**src/cmp_map.svh**
```systemverilog
// Offsets, field positions and reset values for the mode, privilege and stack control
`ifndef CMP_MAP_SVH
`define CMP_MAP_SVH
`define CMP_CTRL_NPRIV_BIT 0
`define CMP_CTRL_SPSEL_BIT 1
`define CMP_CTRL_RESET 2'h0
`define CMP_VEC_SP_ADDR 32'h00000000
`define CMP_VEC_PC_ADDR 32'h00000004
`define CMP_WORD_BYTES 32'h00000004
`define CMP_TBIT_POS 0
`define CMP_FRAME_LAST 3'h7
`define CMP_EXC_THREAD 6'h00
`define CMP_EXC_NMI 6'h02
`define CMP_EXC_SVC 6'h0B
`define CMP_EXC_IRQ0 6'h10
`define CMP_RANK_NMI 3'h0
`define CMP_RANK_THREAD 3'h7
`define CMP_SP_RESET 32'h00000000
`endif

```
**src/cmp_pkg.sv**
```systemverilog
// Types shared by the mode, privilege and stack control
`default_nettype none
package cmp_pkg;
  typedef enum logic [2:0] {
    CMP_ST_BOOT_SP, CMP_ST_BOOT_PC, CMP_ST_RUN, CMP_ST_PUSH, CMP_ST_POP,
    CMP_ST_STACK, CMP_ST_UNSTACK
  } cmp_state_e;
  typedef enum logic [1:0] {
    CMP_RGN_OTHER, CMP_RGN_TIMER, CMP_RGN_IRQC, CMP_RGN_SCB
  } cmp_region_e;
  typedef struct packed {
    logic [2:0] rank;
    logic [5:0] num;
    logic process_stack_pointer;
    logic abandon;
  } cmp_frame_s;
  typedef struct packed {
    logic req;
    logic we;
    logic [31:0] addr;
    logic [31:0] wdata;
  } cmp_mem_req_s;
  typedef struct packed {
    logic wr;
    logic npriv;
    logic spsel;
  } cmp_ctrl_wr_s;
  typedef struct packed {
    logic valid;
    cmp_region_e region;
  } cmp_periph_acc_s;
endpackage
`default_nettype wire

```
**src/cmp_mode_ctrl.sv**
```systemverilog
// Mode, privilege, stack selection, exception entry, return and tail-chaining
`timescale 1ns/100ps
`default_nettype none
`include "cmp_map.svh"
module cmp_mode_ctrl #(
  parameter int NIRQ = 32,
  parameter int DEPTH = 5
) (
  input wire logic clk_sys,
  input wire logic rst_n,
  output cmp_pkg::cmp_mem_req_s mem_o,
  input wire logic mem_ack,
  input wire logic [31:0] mem_rdata,
  input wire logic [NIRQ-1:0] irq_pend,
  input wire logic [2*NIRQ-1:0] irq_prio,
  input wire logic nmi_pend,
  input wire logic svc_exec,
  input wire logic [1:0] svc_prio,
  input wire logic exc_ret,
  input wire logic ldm_busy,
  input wire cmp_pkg::cmp_ctrl_wr_s ctrl_wr,
  input wire logic cps_req,
  input wire logic cps_mask,
  input wire logic spr_wr,
  input wire logic spr_psp,
  input wire logic [31:0] spr_data,
  input wire cmp_pkg::cmp_periph_acc_s periph_acc,
  input wire logic sw_push,
  input wire logic sw_pop,
  input wire logic [31:0] sw_wdata,
  input wire logic [31:0] ctx_wdata,
  output logic [2:0] ctx_idx,
  output logic ctx_restore,
  output logic [31:0] ctx_rdata,
  output logic sw_done,
  output logic [31:0] sw_rdata,
  output logic sw_busy,
  output logic periph_refuse,
  output logic privileged,
  output logic handler_mode,
  output logic sp_sel_psp,
  output logic [1:0] ctrl_value,
  output logic primask,
  output logic [5:0] exc_num,
  output logic exc_taken,
  output logic tail_chain,
  output logic exc_done,
  output logic ldm_abandon,
  output logic ldm_restart,
  output logic boot_done,
  output logic [31:0] start_pc,
  output logic exec_tbit,
  output logic [31:0] main_stack_pointer,
  output logic [31:0] process_stack_pointer,
  output logic [31:0] active_sp
);
  import cmp_pkg::*;

  cmp_state_e st_q;
  logic [1:0] ctrl_q;
  logic primask_q;
  logic [5:0] ipsr_q;
  logic [2:0] cur_rank_q;
  logic svc_pend_q;
  cmp_frame_s frames_q [DEPTH];
  logic [2:0] depth_q;
  cmp_frame_s ent_q;
  cmp_frame_s ret_q;
  logic [2:0] wcnt_q;
  logic phase_q;
  logic [31:0] sw_data_q;
  logic [31:0] ctx_rdata_q;
  logic ctx_restore_q;
  logic sw_done_q;
  logic exc_taken_q;
  logic tail_q;
  logic exc_done_q;
  logic abandon_q;
  logic restart_q;
  logic boot_done_q;
  logic [31:0] start_pc_q;
  logic tbit_q;
  logic handler;
  logic priv;
  logic sel_psp;
  logic sp_dec;
  logic sp_inc;
  logic [2:0] cand_rank;
  logic [5:0] cand_num;
  logic take;
  logic ret_now;
  logic chain;
  cmp_frame_s top;

  // NMI ranks above every programmable level; level p ranks p+1
  function automatic logic [2:0] rank_of(input logic [1:0] p);
    rank_of = {1'b0, p} + 3'h1;
  endfunction

  assign handler = (ipsr_q != `CMP_EXC_THREAD);
  assign priv = handler || !ctrl_q[`CMP_CTRL_NPRIV_BIT];
  assign top = (depth_q == 3'h0) ? '0 : frames_q[depth_q - 3'h1];

  // Stacking follows the interrupted context; unstacking follows the restored one
  always_comb begin
    if (st_q == CMP_ST_STACK) begin
      sel_psp = ent_q.process_stack_pointer;
    end else if (st_q == CMP_ST_UNSTACK) begin
      sel_psp = ret_q.process_stack_pointer;
    end else begin
      sel_psp = !handler && ctrl_q[`CMP_CTRL_SPSEL_BIT];
    end
  end

  // Highest rank wins; on a tie the lower exception number is kept
  always_comb begin
    cand_rank = `CMP_RANK_THREAD;
    cand_num = `CMP_EXC_THREAD;
    if (!primask_q) begin
      if (svc_pend_q) begin
        cand_rank = rank_of(svc_prio);
        cand_num = `CMP_EXC_SVC;
      end
      for (int i = 0; i < NIRQ; i++) begin
        if (irq_pend[i] && rank_of(irq_prio[2*i +: 2]) < cand_rank) begin
          cand_rank = rank_of(irq_prio[2*i +: 2]);
          cand_num = `CMP_EXC_IRQ0 + 6'(i);
        end
      end
    end
    if (nmi_pend) begin
      cand_rank = `CMP_RANK_NMI;
      cand_num = `CMP_EXC_NMI;
    end
  end

  assign ret_now = (st_q == CMP_ST_RUN) && exc_ret && handler;
  assign chain = ret_now && (cand_rank < top.rank);
  assign take = (st_q == CMP_ST_RUN) && !ret_now && (cand_rank < cur_rank_q);
  assign sp_dec = (st_q == CMP_ST_PUSH || st_q == CMP_ST_STACK) && !phase_q;
  assign sp_inc = (st_q == CMP_ST_POP || st_q == CMP_ST_UNSTACK) && mem_ack;

  always_ff @(posedge clk_sys) begin
    if (!rst_n) begin
      st_q <= CMP_ST_BOOT_SP;
      wcnt_q <= 3'h0;
      phase_q <= 1'b0;
      ipsr_q <= `CMP_EXC_THREAD;
      cur_rank_q <= `CMP_RANK_THREAD;
      depth_q <= 3'h0;
      ent_q <= '0;
      ret_q <= '0;
      sw_data_q <= 32'h00000000;
    end else begin
      unique case (st_q)
        CMP_ST_BOOT_SP: if (mem_ack) st_q <= CMP_ST_BOOT_PC;
        CMP_ST_BOOT_PC: if (mem_ack) st_q <= CMP_ST_RUN;
        CMP_ST_RUN: begin
          if (chain) begin
            ipsr_q <= cand_num;
            cur_rank_q <= cand_rank;
          end else if (ret_now) begin
            ret_q <= top;
            depth_q <= depth_q - 3'h1;
            wcnt_q <= 3'h0;
            st_q <= CMP_ST_UNSTACK;
          end else if (take) begin
            ent_q <= '{rank: cand_rank, num: cand_num, process_stack_pointer: sel_psp, abandon: ldm_busy};
            frames_q[depth_q] <= '{rank: cur_rank_q, num: ipsr_q, process_stack_pointer: sel_psp,
                                   abandon: ldm_busy};
            depth_q <= depth_q + 3'h1;
            wcnt_q <= `CMP_FRAME_LAST;
            phase_q <= 1'b0;
            st_q <= CMP_ST_STACK;
          end else if (sw_push) begin
            sw_data_q <= sw_wdata;
            phase_q <= 1'b0;
            st_q <= CMP_ST_PUSH;
          end else if (sw_pop) begin
            st_q <= CMP_ST_POP;
          end
        end
        CMP_ST_PUSH: begin
          if (!phase_q) begin
            phase_q <= 1'b1;
          end else if (mem_ack) begin
            phase_q <= 1'b0;
            st_q <= CMP_ST_RUN;
          end
        end
        CMP_ST_POP: if (mem_ack) st_q <= CMP_ST_RUN;
        CMP_ST_STACK: begin
          if (!phase_q) begin
            phase_q <= 1'b1;
          end else if (mem_ack) begin
            phase_q <= 1'b0;
            wcnt_q <= wcnt_q - 3'h1;
            if (wcnt_q == 3'h0) begin
              ipsr_q <= ent_q.num;
              cur_rank_q <= ent_q.rank;
              st_q <= CMP_ST_RUN;
            end
          end
        end
        CMP_ST_UNSTACK: begin
          if (mem_ack) begin
            wcnt_q <= wcnt_q + 3'h1;
            if (wcnt_q == `CMP_FRAME_LAST) begin
              ipsr_q <= ret_q.num;
              cur_rank_q <= ret_q.rank;
              st_q <= CMP_ST_RUN;
            end
          end
        end
      endcase
    end
  end

  // Memory port: boot vectors, frame words and software push or pop
  always_comb begin
    mem_o = '0;
    unique case (st_q)
      CMP_ST_BOOT_SP: mem_o = '{req: 1'b1, we: 1'b0, addr: `CMP_VEC_SP_ADDR, wdata: '0};
      CMP_ST_BOOT_PC: mem_o = '{req: 1'b1, we: 1'b0, addr: `CMP_VEC_PC_ADDR, wdata: '0};
      CMP_ST_RUN: mem_o = '0;
      CMP_ST_PUSH: mem_o = '{req: phase_q, we: phase_q, addr: active_sp, wdata: sw_data_q};
      CMP_ST_STACK: mem_o = '{req: phase_q, we: phase_q, addr: active_sp, wdata: ctx_wdata};
      CMP_ST_POP, CMP_ST_UNSTACK: mem_o = '{req: 1'b1, we: 1'b0, addr: active_sp, wdata: '0};
    endcase
  end

  // Set wins over clear so a call in the entry cycle is not lost
  always_ff @(posedge clk_sys) begin
    if (!rst_n) begin
      svc_pend_q <= 1'b0;
    end else if (svc_exec) begin
      svc_pend_q <= 1'b1;
    end else if (take && cand_num == `CMP_EXC_SVC) begin
      svc_pend_q <= 1'b0;
    end else if (chain && cand_num == `CMP_EXC_SVC) begin
      svc_pend_q <= 1'b0;
    end
  end

  always_ff @(posedge clk_sys) begin
    if (!rst_n) begin
      ctrl_q <= `CMP_CTRL_RESET;
    end else if (ctrl_wr.wr && priv) begin
      ctrl_q <= {ctrl_wr.spsel, ctrl_wr.npriv};
    end
  end

  always_ff @(posedge clk_sys) begin
    if (!rst_n) begin
      primask_q <= 1'b0;
    end else if (cps_req && priv) begin
      primask_q <= cps_mask;
    end
  end

  always_ff @(posedge clk_sys) begin
    if (!rst_n) begin
      boot_done_q <= 1'b0;
      start_pc_q <= 32'h00000000;
      tbit_q <= 1'b0;
    end else begin
      boot_done_q <= (st_q == CMP_ST_BOOT_PC) && mem_ack;
      if (st_q == CMP_ST_BOOT_PC && mem_ack) begin
        start_pc_q <= mem_rdata;
        tbit_q <= mem_rdata[`CMP_TBIT_POS];
      end
    end
  end

  // Event pulses and restored words, all registered
  always_ff @(posedge clk_sys) begin
    if (!rst_n) begin
      ctx_restore_q <= 1'b0;
      ctx_rdata_q <= 32'h00000000;
      sw_done_q <= 1'b0;
      exc_taken_q <= 1'b0;
      tail_q <= 1'b0;
      exc_done_q <= 1'b0;
      abandon_q <= 1'b0;
      restart_q <= 1'b0;
    end else begin
      ctx_restore_q <= (st_q == CMP_ST_UNSTACK) && mem_ack;
      if ((st_q == CMP_ST_UNSTACK || st_q == CMP_ST_POP) && mem_ack) begin
        ctx_rdata_q <= mem_rdata;
      end
      sw_done_q <= (st_q == CMP_ST_PUSH || st_q == CMP_ST_POP) && mem_ack;
      exc_taken_q <= chain || (st_q == CMP_ST_STACK && phase_q && mem_ack && wcnt_q == 3'h0);
      tail_q <= chain;
      exc_done_q <= (st_q == CMP_ST_UNSTACK) && mem_ack && (wcnt_q == `CMP_FRAME_LAST);
      abandon_q <= take && ldm_busy;
      restart_q <= (st_q == CMP_ST_UNSTACK) && mem_ack && (wcnt_q == `CMP_FRAME_LAST)
                   && ret_q.abandon;
    end
  end

  cmp_stack_unit u_stack (
    .clk_sys(clk_sys),
    .rst_n(rst_n),
    .sel_psp(sel_psp),
    .sp_dec(sp_dec),
    .sp_inc(sp_inc),
    .msp_load((st_q == CMP_ST_BOOT_SP && mem_ack) ||
              (st_q == CMP_ST_RUN && spr_wr && priv && !spr_psp)),
    .msp_load_data((st_q == CMP_ST_BOOT_SP) ? mem_rdata : spr_data),
    .psp_load(st_q == CMP_ST_RUN && spr_wr && priv && spr_psp),
    .psp_load_data(spr_data),
    .main_stack_pointer(main_stack_pointer),
    .process_stack_pointer(process_stack_pointer),
    .active_sp(active_sp)
  );

  assign periph_refuse = periph_acc.valid && !priv &&
                         (periph_acc.region != CMP_RGN_OTHER);
  assign ctx_idx = wcnt_q;
  assign ctx_restore = ctx_restore_q;
  assign ctx_rdata = ctx_rdata_q;
  assign sw_done = sw_done_q;
  assign sw_rdata = ctx_rdata_q;
  assign sw_busy = (st_q != CMP_ST_RUN) || ret_now || take;
  assign privileged = priv;
  assign handler_mode = handler;
  assign sp_sel_psp = sel_psp;
  assign ctrl_value = ctrl_q;
  assign primask = primask_q;
  assign exc_num = ipsr_q;
  assign exc_taken = exc_taken_q;
  assign tail_chain = tail_q;
  assign exc_done = exc_done_q;
  assign ldm_abandon = abandon_q;
  assign ldm_restart = restart_q;
  assign boot_done = boot_done_q;
  assign start_pc = start_pc_q;
  assign exec_tbit = tbit_q;

  AST_BOOT_THREAD: assert property (@(posedge clk_sys) disable iff (!rst_n)
    (st_q == CMP_ST_BOOT_SP || st_q == CMP_ST_BOOT_PC) |-> !handler_mode)
    else $error("core not in thread mode during boot");
  AST_CTRL_GUARD: assert property (@(posedge clk_sys) disable iff (!rst_n)
    (ctrl_wr.wr && !privileged) |=> $stable(ctrl_value))
    else $error("unprivileged control write took effect");
  AST_HANDLER_WRITE: assert property (@(posedge clk_sys) disable iff (!rst_n)
    (ctrl_wr.wr && handler_mode) |=> ctrl_value == $past({ctrl_wr.spsel, ctrl_wr.npriv}))
    else $error("privileged control write lost");
  AST_PUSH_ORDER: assert property (@(posedge clk_sys) disable iff (!rst_n)
    (st_q == CMP_ST_PUSH && !phase_q) |=>
      mem_o.req && mem_o.we && mem_o.addr == $past(active_sp) - `CMP_WORD_BYTES)
    else $error("push did not write at decremented pointer");
  AST_FULL_DESC: assert property (@(posedge clk_sys) disable iff (!rst_n)
    (st_q == CMP_ST_PUSH && phase_q && mem_ack) |=> active_sp == $past(mem_o.addr))
    else $error("pointer does not hold last pushed item");
  AST_HANDLER_MSP: assert property (@(posedge clk_sys) disable iff (!rst_n)
    (handler_mode && st_q == CMP_ST_RUN) |-> !sp_sel_psp && active_sp == main_stack_pointer)
    else $error("handler not on main stack");
  AST_CPS_GUARD: assert property (@(posedge clk_sys) disable iff (!rst_n)
    (cps_req && !privileged) |=> primask == $past(primask))
    else $error("unprivileged code changed interrupt mask");
  AST_VEC_SP: assert property (@(posedge clk_sys) disable iff (!rst_n)
    (st_q == CMP_ST_BOOT_SP && mem_ack) |=>
      main_stack_pointer == {$past(mem_rdata[31:2]), 2'h0} && mem_o.addr == `CMP_VEC_PC_ADDR)
    else $error("main stack pointer not loaded from vector");
  AST_TBIT: assert property (@(posedge clk_sys) disable iff (!rst_n)
    (st_q == CMP_ST_BOOT_PC && mem_ack) |=> boot_done && exec_tbit == $past(mem_rdata[0]))
    else $error("execution state bit not copied");
  AST_TAIL: assert property (@(posedge clk_sys) disable iff (!rst_n)
    chain |=> tail_chain && exc_taken && !mem_o.req && exc_num == $past(cand_num))
    else $error("tail chain did not go straight to next handler");
endmodule
`default_nettype wire

```
**src/cmp_stack_unit.sv**
```systemverilog
// Main and process stack pointer pair with decrement and increment
`timescale 1ns/100ps
`default_nettype none
`include "cmp_map.svh"
module cmp_stack_unit (
  input wire logic clk_sys,
  input wire logic rst_n,
  input wire logic sel_psp,
  input wire logic sp_dec,
  input wire logic sp_inc,
  input wire logic msp_load,
  input wire logic [31:0] msp_load_data,
  input wire logic psp_load,
  input wire logic [31:0] psp_load_data,
  output logic [31:0] main_stack_pointer,
  output logic [31:0] process_stack_pointer,
  output logic [31:0] active_sp
);
  import cmp_pkg::*;
  logic [31:0] msp_q;
  logic [31:0] psp_q;

  // Low two bits stay zero so every frame word is aligned
  function automatic logic [31:0] align_word(input logic [31:0] v);
    align_word = {v[31:2], 2'h0};
  endfunction

  always_ff @(posedge clk_sys) begin
    if (!rst_n) begin
      msp_q <= `CMP_SP_RESET;
    end else if (msp_load) begin
      msp_q <= align_word(msp_load_data);
    end else if (!sel_psp && sp_dec) begin
      msp_q <= msp_q - `CMP_WORD_BYTES;
    end else if (!sel_psp && sp_inc) begin
      msp_q <= msp_q + `CMP_WORD_BYTES;
    end
  end

  always_ff @(posedge clk_sys) begin
    if (!rst_n) begin
      psp_q <= `CMP_SP_RESET;
    end else if (psp_load) begin
      psp_q <= align_word(psp_load_data);
    end else if (sel_psp && sp_dec) begin
      psp_q <= psp_q - `CMP_WORD_BYTES;
    end else if (sel_psp && sp_inc) begin
      psp_q <= psp_q + `CMP_WORD_BYTES;
    end
  end

  assign main_stack_pointer = msp_q;
  assign process_stack_pointer = psp_q;
  assign active_sp = sel_psp ? psp_q : msp_q;
endmodule
`default_nettype wire

```
**config.mk**
```make
export PLATFORM = sky130hd
export DESIGN_NAME = cmp_mode_ctrl
export DESIGN_NICKNAME = d
export VERILOG_FILES = /design/src/cmp_pkg.sv /design/src/cmp_mode_ctrl.sv /design/src/cmp_stack_unit.sv
export VERILOG_INCLUDE_DIRS = /design/src
export SDC_FILE = /design/constraint.sdc
export NUM_CORES = 1
export LEC_CHECK = 0
export ABC_CLOCK_PERIOD_IN_PS = 19570
export BUFFER_PORTS_ARGS = -buffer_cell sky130_fd_sc_hd__buf_4
export CORE_MARGIN = 1
export CORE_UTILIZATION = 50
export CTS_CLUSTER_DIAMETER = 60
export DETAILED_ROUTE_END_ITERATION = 8
export GPL_TIMING_DRIVEN = 0
export HOLD_SLACK_MARGIN = 0.15
export PLACE_DENSITY_LB_ADDON = 0.12
export SYNTH_ARGS = -nofsm -noshare
export SYNTH_HDL_FRONTEND = slang
export SYNTH_SLANG_ARGS = --single-unit
export TNS_END_PERCENT = 1
```
**constraint.sdc**
```tcl
create_clock -name clk_sys -period 19.57 [get_ports clk_sys]
set_input_delay 1.957 -clock clk_sys [delete_from_list [all_inputs] [get_ports clk_sys]]
set_output_delay 1.957 -clock clk_sys [all_outputs]
set_load 0.03 [all_outputs]
```
==> results of run 1 <==
[Yosys cell counts (all sizes together), types with 15 or more instances]
library cell	n
nand2	408
a21oi	256
dfxtp	208
nor2	204
o21ai	141
ha	99
inv	98
clkbuf	96
nand3	85
buf	63
nor2b	57
edfxtp	55
nand2b	52
o21bai	44
nor3	39
mux2i	38
a31oi	36
a22oi	35
a21o	33
a22o	32
mux2	32
xnor2	30
and2	29
o21a	26
a311oi	24
a211oi	22
maj3	22
or2	19
xor2	19
o211ai	17
o31ai	15
[through the flow]
step,worst slack [ps],hold WS (ps)
global route,661,471
floorplan,4180,428
global placement,2030,437
CTS,1810,454
finish,1700,456
detailed placement,1910,442
[critical path: cells and delay by family]
kind,cells,cell delay (ps)
AO/OA/AOI/OAI,34,8950
adder cells (fa/ha/maj),4,1050
AND/OR/NAND/NOR,10,1920
buffers and inverters,5,900
multiplexers,4,1110
[flip-flops by register name (all words and copies together), names as in the netlist, 3 cells and up]
register and count:
depth_q 3, exc_num 6, ctx_idx 3, start_pc 32, u_stack.process_stack_pointer 30, ent_q 10, u_stack.main_stack_pointer 30, sw_data_q 32
frames_q 55, ret_q 11, ctx_rdata 32, cur_rank_q 3, st_q 3
[cell type report]
class | instances | area (sq um)
clock buffer | 33 | 719
tap | 525 | 657
multi-input combinational | 2053 | 13400
buffer | 159 | 806
fill | 3493 | 14000
timing repair buffer | 523 | 3930
sequential | 263 | 5820
clock inverter | 19 | 231
antenna | 5 | 12.5
inverter | 98 | 368
[worst max path at each step]
| stage | endpoint | slack [ps] | depth (start not counted) |
|---|---|---|---|
| global route | sw_busy | 660 | 57 |
| CTS | sw_busy | 1810 | 57 |
| finish | sw_busy | 1700 | 57 |
| floorplan | sw_busy | 4180 | 55 |
| global placement | frames_q[2][3]$_DFFE_PP_ | 2030 | 57 |
| detailed placement | sw_busy | 1910 | 57 |
[cells in the final DEF, fill, tap and decap left out, types with 12 or more instances in the layout]
master     synthesis  routed
o311a_1           13      13
a22oi_1           34      34
o21ai_2           30      30
ha_1              99      99
and3_1            12      12
inv_1             97      97
xor2_1            19      19
mux2i_1           37      37
o21ai_1           20      20
maj3_1            20      20
or2_2             15      15
a21o_1            32      32
o21a_1            26      26
dfxtp_1          208     208
nand3_1           57      57
nor2b_1           56      56
nand2b_1          52      52
o211ai_1          16      16
nor3_1            37      35
a211oi_1          18      18
mux2_2            31      31
clkbuf_16          0      28
a31oi_1           35      35
clkbuf_1          96     100
a22o_1            32      32
nor2_1           203     203
nand2_1          408     408
and2_1            26      26
a21oi_1          251     251
nand3_2           28      28
a311oi_1          22      22
o21ai_0           90      90
edfxtp_1          55      55
buf_4             42     563
o21bai_1          43      43
xnor2_1           30      30
[power breakdown]
group | switching [mW] | leakage [nW] | internal, mW | total (mW)
clock network | 0.238 | 0.458 | 0.320 | 0.558
logic | 0.433 | 8.57 | 0.267 | 0.700
registers | 0.0307 | 2.17 | 0.577 | 0.607
total | 0.702 | 11.2 | 1.16 | 1.87
[logic make-up after synthesis]
logic type               count (synthesis)  synth area share, %
AND/OR/NAND/NOR                        973                 22.9
buffers and inverters                  257                 5.78
adder cells (fa/ha/maj)                124                 7.50
XOR/XNOR                                49                 2.11
AO/OA/AOI/OAI                          818                 28.2
other                                    1               0.0185
multiplexers                            81                 4.89
flip-flops                             263                 28.7
[layer usage]
metal / global-route usage, % / routed length, microns
met2: 57.9 / 34900
met5: 0 / 0
met3: 5.05 / 5700
met4: 15.6 / 3540
met1: 44.4 / 31000
==> out/qor.yml, run 1 <==
status: "finished clean"
yosysWarnings: 0
rrSetupSlack_ps: 4560
drt-pass1-iter-count: 6
vdd_drop_max_mv: 0.0560
nets: 3473
reg2reg_to: "frames_q[1][3]$_DFFE_PP_"
antenna_found_initial: 4
cts_tree: "done"
ant_nets: 0
row_count: 73
clkSinkCount: 263
syn2layout_area_growth_pct: 27.7
hold_violations: 0
synth_top_area_cell: "dfxtp_1"
io_buffers: 517
timing.setup.tns_ps: 0
fin_crit_ps: 17870
post_cts_buffers: 0
grt_pass1_wl_mm: 115
clkLatencyLatePin_ps: 560
fp.coreArea_sq_mm: 0.0399
yosysUniqueCellTypes: 119
grt_usage_pct: 34.7
grt_max_degree: 30
min_path_cells: 2
detailed_place_hpwl_mm: 59.8
die_w_microns: 203
instances_no_fill: 3678
crit_slowest_cell: "a2111o_1"
synth-seq-cells: 263
synth_area_sq_mm: 0.0203
maxCapViolations: 0
leakagePower_nw: 11.2
synth_edf_count: 55
endpoint_kind: "primary output"
grt_pass1_vias: 21066
clk_path_buf_depth: 3
relSlewSlack_pct: 26.2
async_flop_share_pct: 0
min_to: "sw_data_q[18]$_SDFFE_PN0P_"
grt_overflow: 0
fin_skew_ps: 17.7
ios: 529
routed_wl_mm: 75.1
root_buffer: "clkbuf_16"
gp_congestion: 0.936
vias: 22022
cp_max_fo: 10
period_share_pct: 91.3
tightest_slew_ps: 1110
finalSetupViolCount: 0
ys.flop_type: "dfxtp_1"
crit_arrival_ps: 15910
dp_cells: 3621
placed_area_sq_mm: 0.0250
final_core_util_pct: 64.9
start_util_pct: 50.9
rsz0062_at_grt: "false"
critPathKind: "input port to primary output"
routedWlPerCell_microns: 20.4
vias_per_cell: 5.99
route.detailed.drc: 0
die_area_sq_mm: 0.0414
hold_path_class: "flip-flop to flip-flop"
slew_violations: 0
ys_seq_area_share_pct: 28.7
reg2reg_depth: 57
drive_gt1_share_pct: 25.3
hold_buffers: 0
syn_area_per_cell_sq_um: 7.91
cp-startpoint: "svc_prio[0]"
cts_resized: 0
synth_cells: 2566
power.density_mw_per_mm2: 72.0
start_kind: "input port"
numCtsBuffers: 28
min_from: "sw_data_q[18]$_SDFFE_PN0P_"
reg2reg_from: "svc_pend_q$_SDFFE_PN0P_"
htree_levels: 1
synth_area_leaders: "dfxtp_1, edfxtp_1, nand2_1, a21oi_1, ha_1"
crit_required_ps: 17610
max_freq_mhz: 56.0
clk_pin_slew_ps: 60
fin_area_sq_mm: 0.0259
drtIter0Drc: 1940
die_y_microns: 203
cpPeakStageDelay_ps: 530
p_total_mw: 1.87
synth_top_area_share_pct: 20.5
Note: power is estimated with default switching activity, not from simulation.
==> run 2: changes to the inputs <==
Settings changed: REMOVE_ABC_BUFFERS set to 1.
==> out/qor.yml, run 2 (synthesis results as in run 1) <==
crit_slowest_cell: "o21ai_0"
io_buffers: 518
grt_pass1_vias: 19924
routedWlPerCell_microns: 19.6
numCtsBuffers: 28
antenna_found_initial: 5
min_path_cells: 2
die_w_microns: 203
num_antenna_cells: 0
start_util_pct: 50.9
largest_register: "frames_q"
die_y_microns: 203
grt_usage_pct: 31.9
fillCellCount: 3549
reg2reg_depth: 55
final_cell_mix: "buf_4, nand2_1, a21oi_1"
endpoint_kind: "primary output"
hold_buffers: 0
finalSetupViolCount: 0
die_area_sq_mm: 0.0414
vias: 21053
grt_overflow: 0
routed_wl_mm: 69.1
grt_pass1_wl_mm: 106
fin_crit_ps: 17910
vdd_drop_max_mv: 0.0666
drive_gt1_share_pct: 25.5
regArea_sq_mm: 0.00582
htree_levels: 1
crit_arrival_ps: 15950
dp_worst_setup_slack_ps: 1900
syn2layout_area_growth_pct: 24.9
cts_resized: 0
clk_pin_slew_ps: 60
clk_path_buf_depth: 3
clkSinkCount: 263
root_buffer: "clkbuf_16"
setup_slack_ps: 1660
multi_input_area_sq_mm: 0.0134
largest_reg_flops: 55
timing.setup.tns_ps: 0
leakagePower_nw: 10.9
final_common_cell: "buf_4"
crit_required_ps: 17610
cpPeakStageDelay_ps: 520
nets: 3330
gp_congestion: 0.909
hold_path_class: "flip-flop to flip-flop"
dp_cells: 3478
ios: 529
cp_max_fo: 16
detailed_place_hpwl_mm: 53.7
critPathKind: "input port to primary output"
rrSetupSlack_ps: 4300
hold_violations: 0
route.detailed.drc: 0
clkLatencyLatePin_ps: 570
start_kind: "input port"
grt_max_degree: 97
fp.coreArea_sq_mm: 0.0399
period_share_pct: 91.5
cp_common_cell: "nand2_1"
rsz0062_at_grt: "false"
instances_no_fill: 3529
cts_tree: "done"
post_cts_buffers: 0
fin_skew_ps: 10.7
relSlewSlack_pct: 9.78
slew_violations: 0
drtIter0Drc: 1579
max_freq_mhz: 55.8
vias_per_cell: 5.97
row_count: 73
power.density_mw_per_mm2: 71.3
maxCapViolations: 0
tightest_slew_ps: 1350
status: "finished clean"
drt-pass1-iter-count: 6
ant_nets: 0
==> run 2: final cells by class <==
type	instances	area share, %
clock inverter	16	0.498
tap	525	2.59
sequential	263	22.9
timing repair buffer	539	16.7
multi-input combinational	2053	52.9
clock buffer	35	2.91
inverter	98	1.47
==> run 2: critical path: cells and delay by family <==
family          cells  cell delay (ps)
fa+ha+maj           4              910
compound gates     32             8350
buf+inv             4              520
simple gates       13             3290
mux                 3              910
==> run 2: where the power goes <==
group          internal [mW]  switching [mW]
Sequential             0.577          0.0350
Combinational          0.268           0.416
Clock                  0.281           0.231
Total                   1.13           0.683
==> run 2: worst paths after layout <==
path                                    from                         end
setup / recovery                 irq_prio[0]                     sw_busy
hold / removal    sw_data_q[20]$_SDFFE_PN0P_  sw_data_q[20]$_SDFFE_PN0P_
setup reg to reg     svc_pend_q$_SDFFE_PN0P_    frames_q[2][6]$_DFFE_PP_
hold reg to reg   sw_data_q[20]$_SDFFE_PN0P_  sw_data_q[20]$_SDFFE_PN0P_
==> run 2: through the flow <==
stage	util, %	power (mW)	hold slack, ps	cell area (sq um)
2_1_floorplan	-	1.05	428	19500
3_3_place_gp	60.3	1.27	437	24100
3_5_place_dp	61.4	1.30	444	24500
4_1_cts	63.5	1.81	452	25400
5_1_grt	63.5	1.90	472	25400
6_report	63.5	1.81	453	25400
==> run 2: layer usage <==
metal / global-route usage [%] / wire length, microns
met3: 5.11 / 4820
met2: 54.8 / 33300
met1: 40.9 / 28900
met5: 0 / 73
met4: 9.16 / 1980
==> run 3: changes to the inputs <==
Settings changed: CELL_PAD_IN_SITES_DETAIL_PLACEMENT set to 1, CELL_PAD_IN_SITES_GLOBAL_PLACEMENT set to 1, CORE_ASPECT_RATIO set to 1.5, CORE_UTILIZATION 50 to 39, PLACE_DENSITY_LB_ADDON 0.12 to 0.1, TNS_END_PERCENT 1 to unset.
==> out/qor.yml, run 3 (synthesis results as in run 1) <==
antenna_found_initial: 6
fillCellCount: 6359
status: "finished clean"
rsz0062_at_grt: "false"
grt_pass1_wl_mm: 123
fp.coreArea_sq_mm: 0.0516
final_common_cell: "buf_4"
power.density_mw_per_mm2: 72.3
relSlewSlack_pct: 17.5
cts_resized: 0
fin_crit_ps: 18310
die_w_microns: 188
leakagePower_nw: 10.9
htree_levels: 1
vdd_drop_max_mv: 0.0670
finalSetupViolCount: 0
final_core_util_pct: 49.7
critPathKind: "input port to primary output"
whs_ps: 454
largest_register: "frames_q"
cts_tree: "done"
start_kind: "input port"
ant_nets: 0
die_y_microns: 281
crit_slowest_cell: "o211ai_1"
route.detailed.drc: 0
hold_buffers: 0
max_freq_mhz: 54.6
tightest_slew_ps: 1240
post_cts_buffers: 0
clk_path_buf_depth: 3
period_share_pct: 93.5
multi_input_area_sq_mm: 0.0134
drtIter0Drc: 820
routedWlPerCell_microns: 21.6
final_cell_mix: "buf_4, nand2_1, a21oi_1"
crit_family: "compound AO/OA/AOI/OAI gates"
routed_wl_mm: 79.5
hold_violations: 0
grt_max_degree: 92
cp_max_fo: 16
grt_usage_pct: 29.0
instances_no_fill: 3685
p_total_mw: 1.85
slew_violations: 0
detailed_place_hpwl_mm: 62.2
root_buffer: "clkbuf_16"
grt_pass1_vias: 22812
drt-pass1-iter-count: 5
start_util_pct: 39.4
clkLatencyLatePin_ps: 580
vias_per_cell: 5.79
hold_path_class: "flip-flop to flip-flop"
fin_skew_ps: 18.6
regArea_sq_mm: 0.00582
crit_required_ps: 17610
crit_arrival_ps: 16350
numCtsBuffers: 28
die_area_sq_mm: 0.0530
grt_overflow: 0
path_buf_inv: 4
ios: 529
io_buffers: 518
vias: 21325
dp_cells: 3631
largest_reg_flops: 55
clkSinkCount: 263
gp_congestion: 0.903
row_count: 102
cpPeakStageDelay_ps: 560
timing.setup.tns_ps: 0
clk_pin_slew_ps: 50
syn2layout_area_growth_pct: 26.2
drive_gt1_share_pct: 25.8
maxCapViolations: 0
endpoint_kind: "primary output"
nets: 3332
## run 3: cell types whose count changed in the layout (fill, tap and decap cells not counted), moves of 2 or more
cell | previous run | this run
nor2_2 | 7 | 4
buf_16 | 4 | 2
buf_4 | 520 | 522
buf_12 | 1 | 3
diode_2 | 0 | 3
inv_4 | 0 | 2
clkinv_1 | 5 | 0
nor2_4 | 1 | 4
## run 3: report_power, final
group	leakage (nW)	switching, mW	total, mW	internal [mW]
Clock	0.456	0.245	0.544	0.299
Combinational	8.31	0.428	0.697	0.269
Sequential	2.17	0.0352	0.612	0.577
Total	10.9	0.708	1.85	1.15
## run 3: metal layers
metal / global-route usage [%] / vias up / routed length, microns
met2: 57.1 / 571 / 43100
met3: 4.14 / 148 / 3910
met4: 10.2 / 6 / 2530
met1: 30.9 / 10466 / 29900
met5: 0 / - / 50
li1: - / 10134 / -
## run 3: worst reg2reg max path: cells and delay by family, from the launching register on
kind / cells / cell delay, ps
simple gates: 13 / 3650
buf+inv: 3 / 480
mux: 3 / 910
flops: 1 / 580
fa+ha+maj: 3 / 690
compound gates: 33 / 9120
## run 3: metrics by stage
stage,instance area [sq um],setup slack (ps)
6_report,25600,1260
3_5_place_dp,24700,1350
5_1_grt,25600,165
2_1_floorplan,19500,4080
3_3_place_gp,24300,1550
4_1_cts,25600,1330
## run 3: layout make-up
cell class              instances  share of cell area, %
diodes                          3                 0.0293
multi-input cells            2053                   52.5
clock inverters                16                  0.708
clock buffers                  35                   2.88
repair buffers                541                   16.5
well taps                     676                   3.30
flip-flops and latches        263                   22.7
inverters                      98                   1.46
## run 3: final timing paths
check	cells after the start	end	from	slack, ps
worst max-delay path	56	sw_busy	svc_prio[0]	1260
worst min-delay path	2	start_pc[30]$_SDFFE_PN0P_	start_pc[30]$_SDFFE_PN0P_	450
worst max register to register	55	frames_q[3][7]$_DFFE_PP_	svc_pend_q$_SDFFE_PN0P_	3860
worst min register to register	2	start_pc[30]$_SDFFE_PN0P_	start_pc[30]$_SDFFE_PN0P_	450
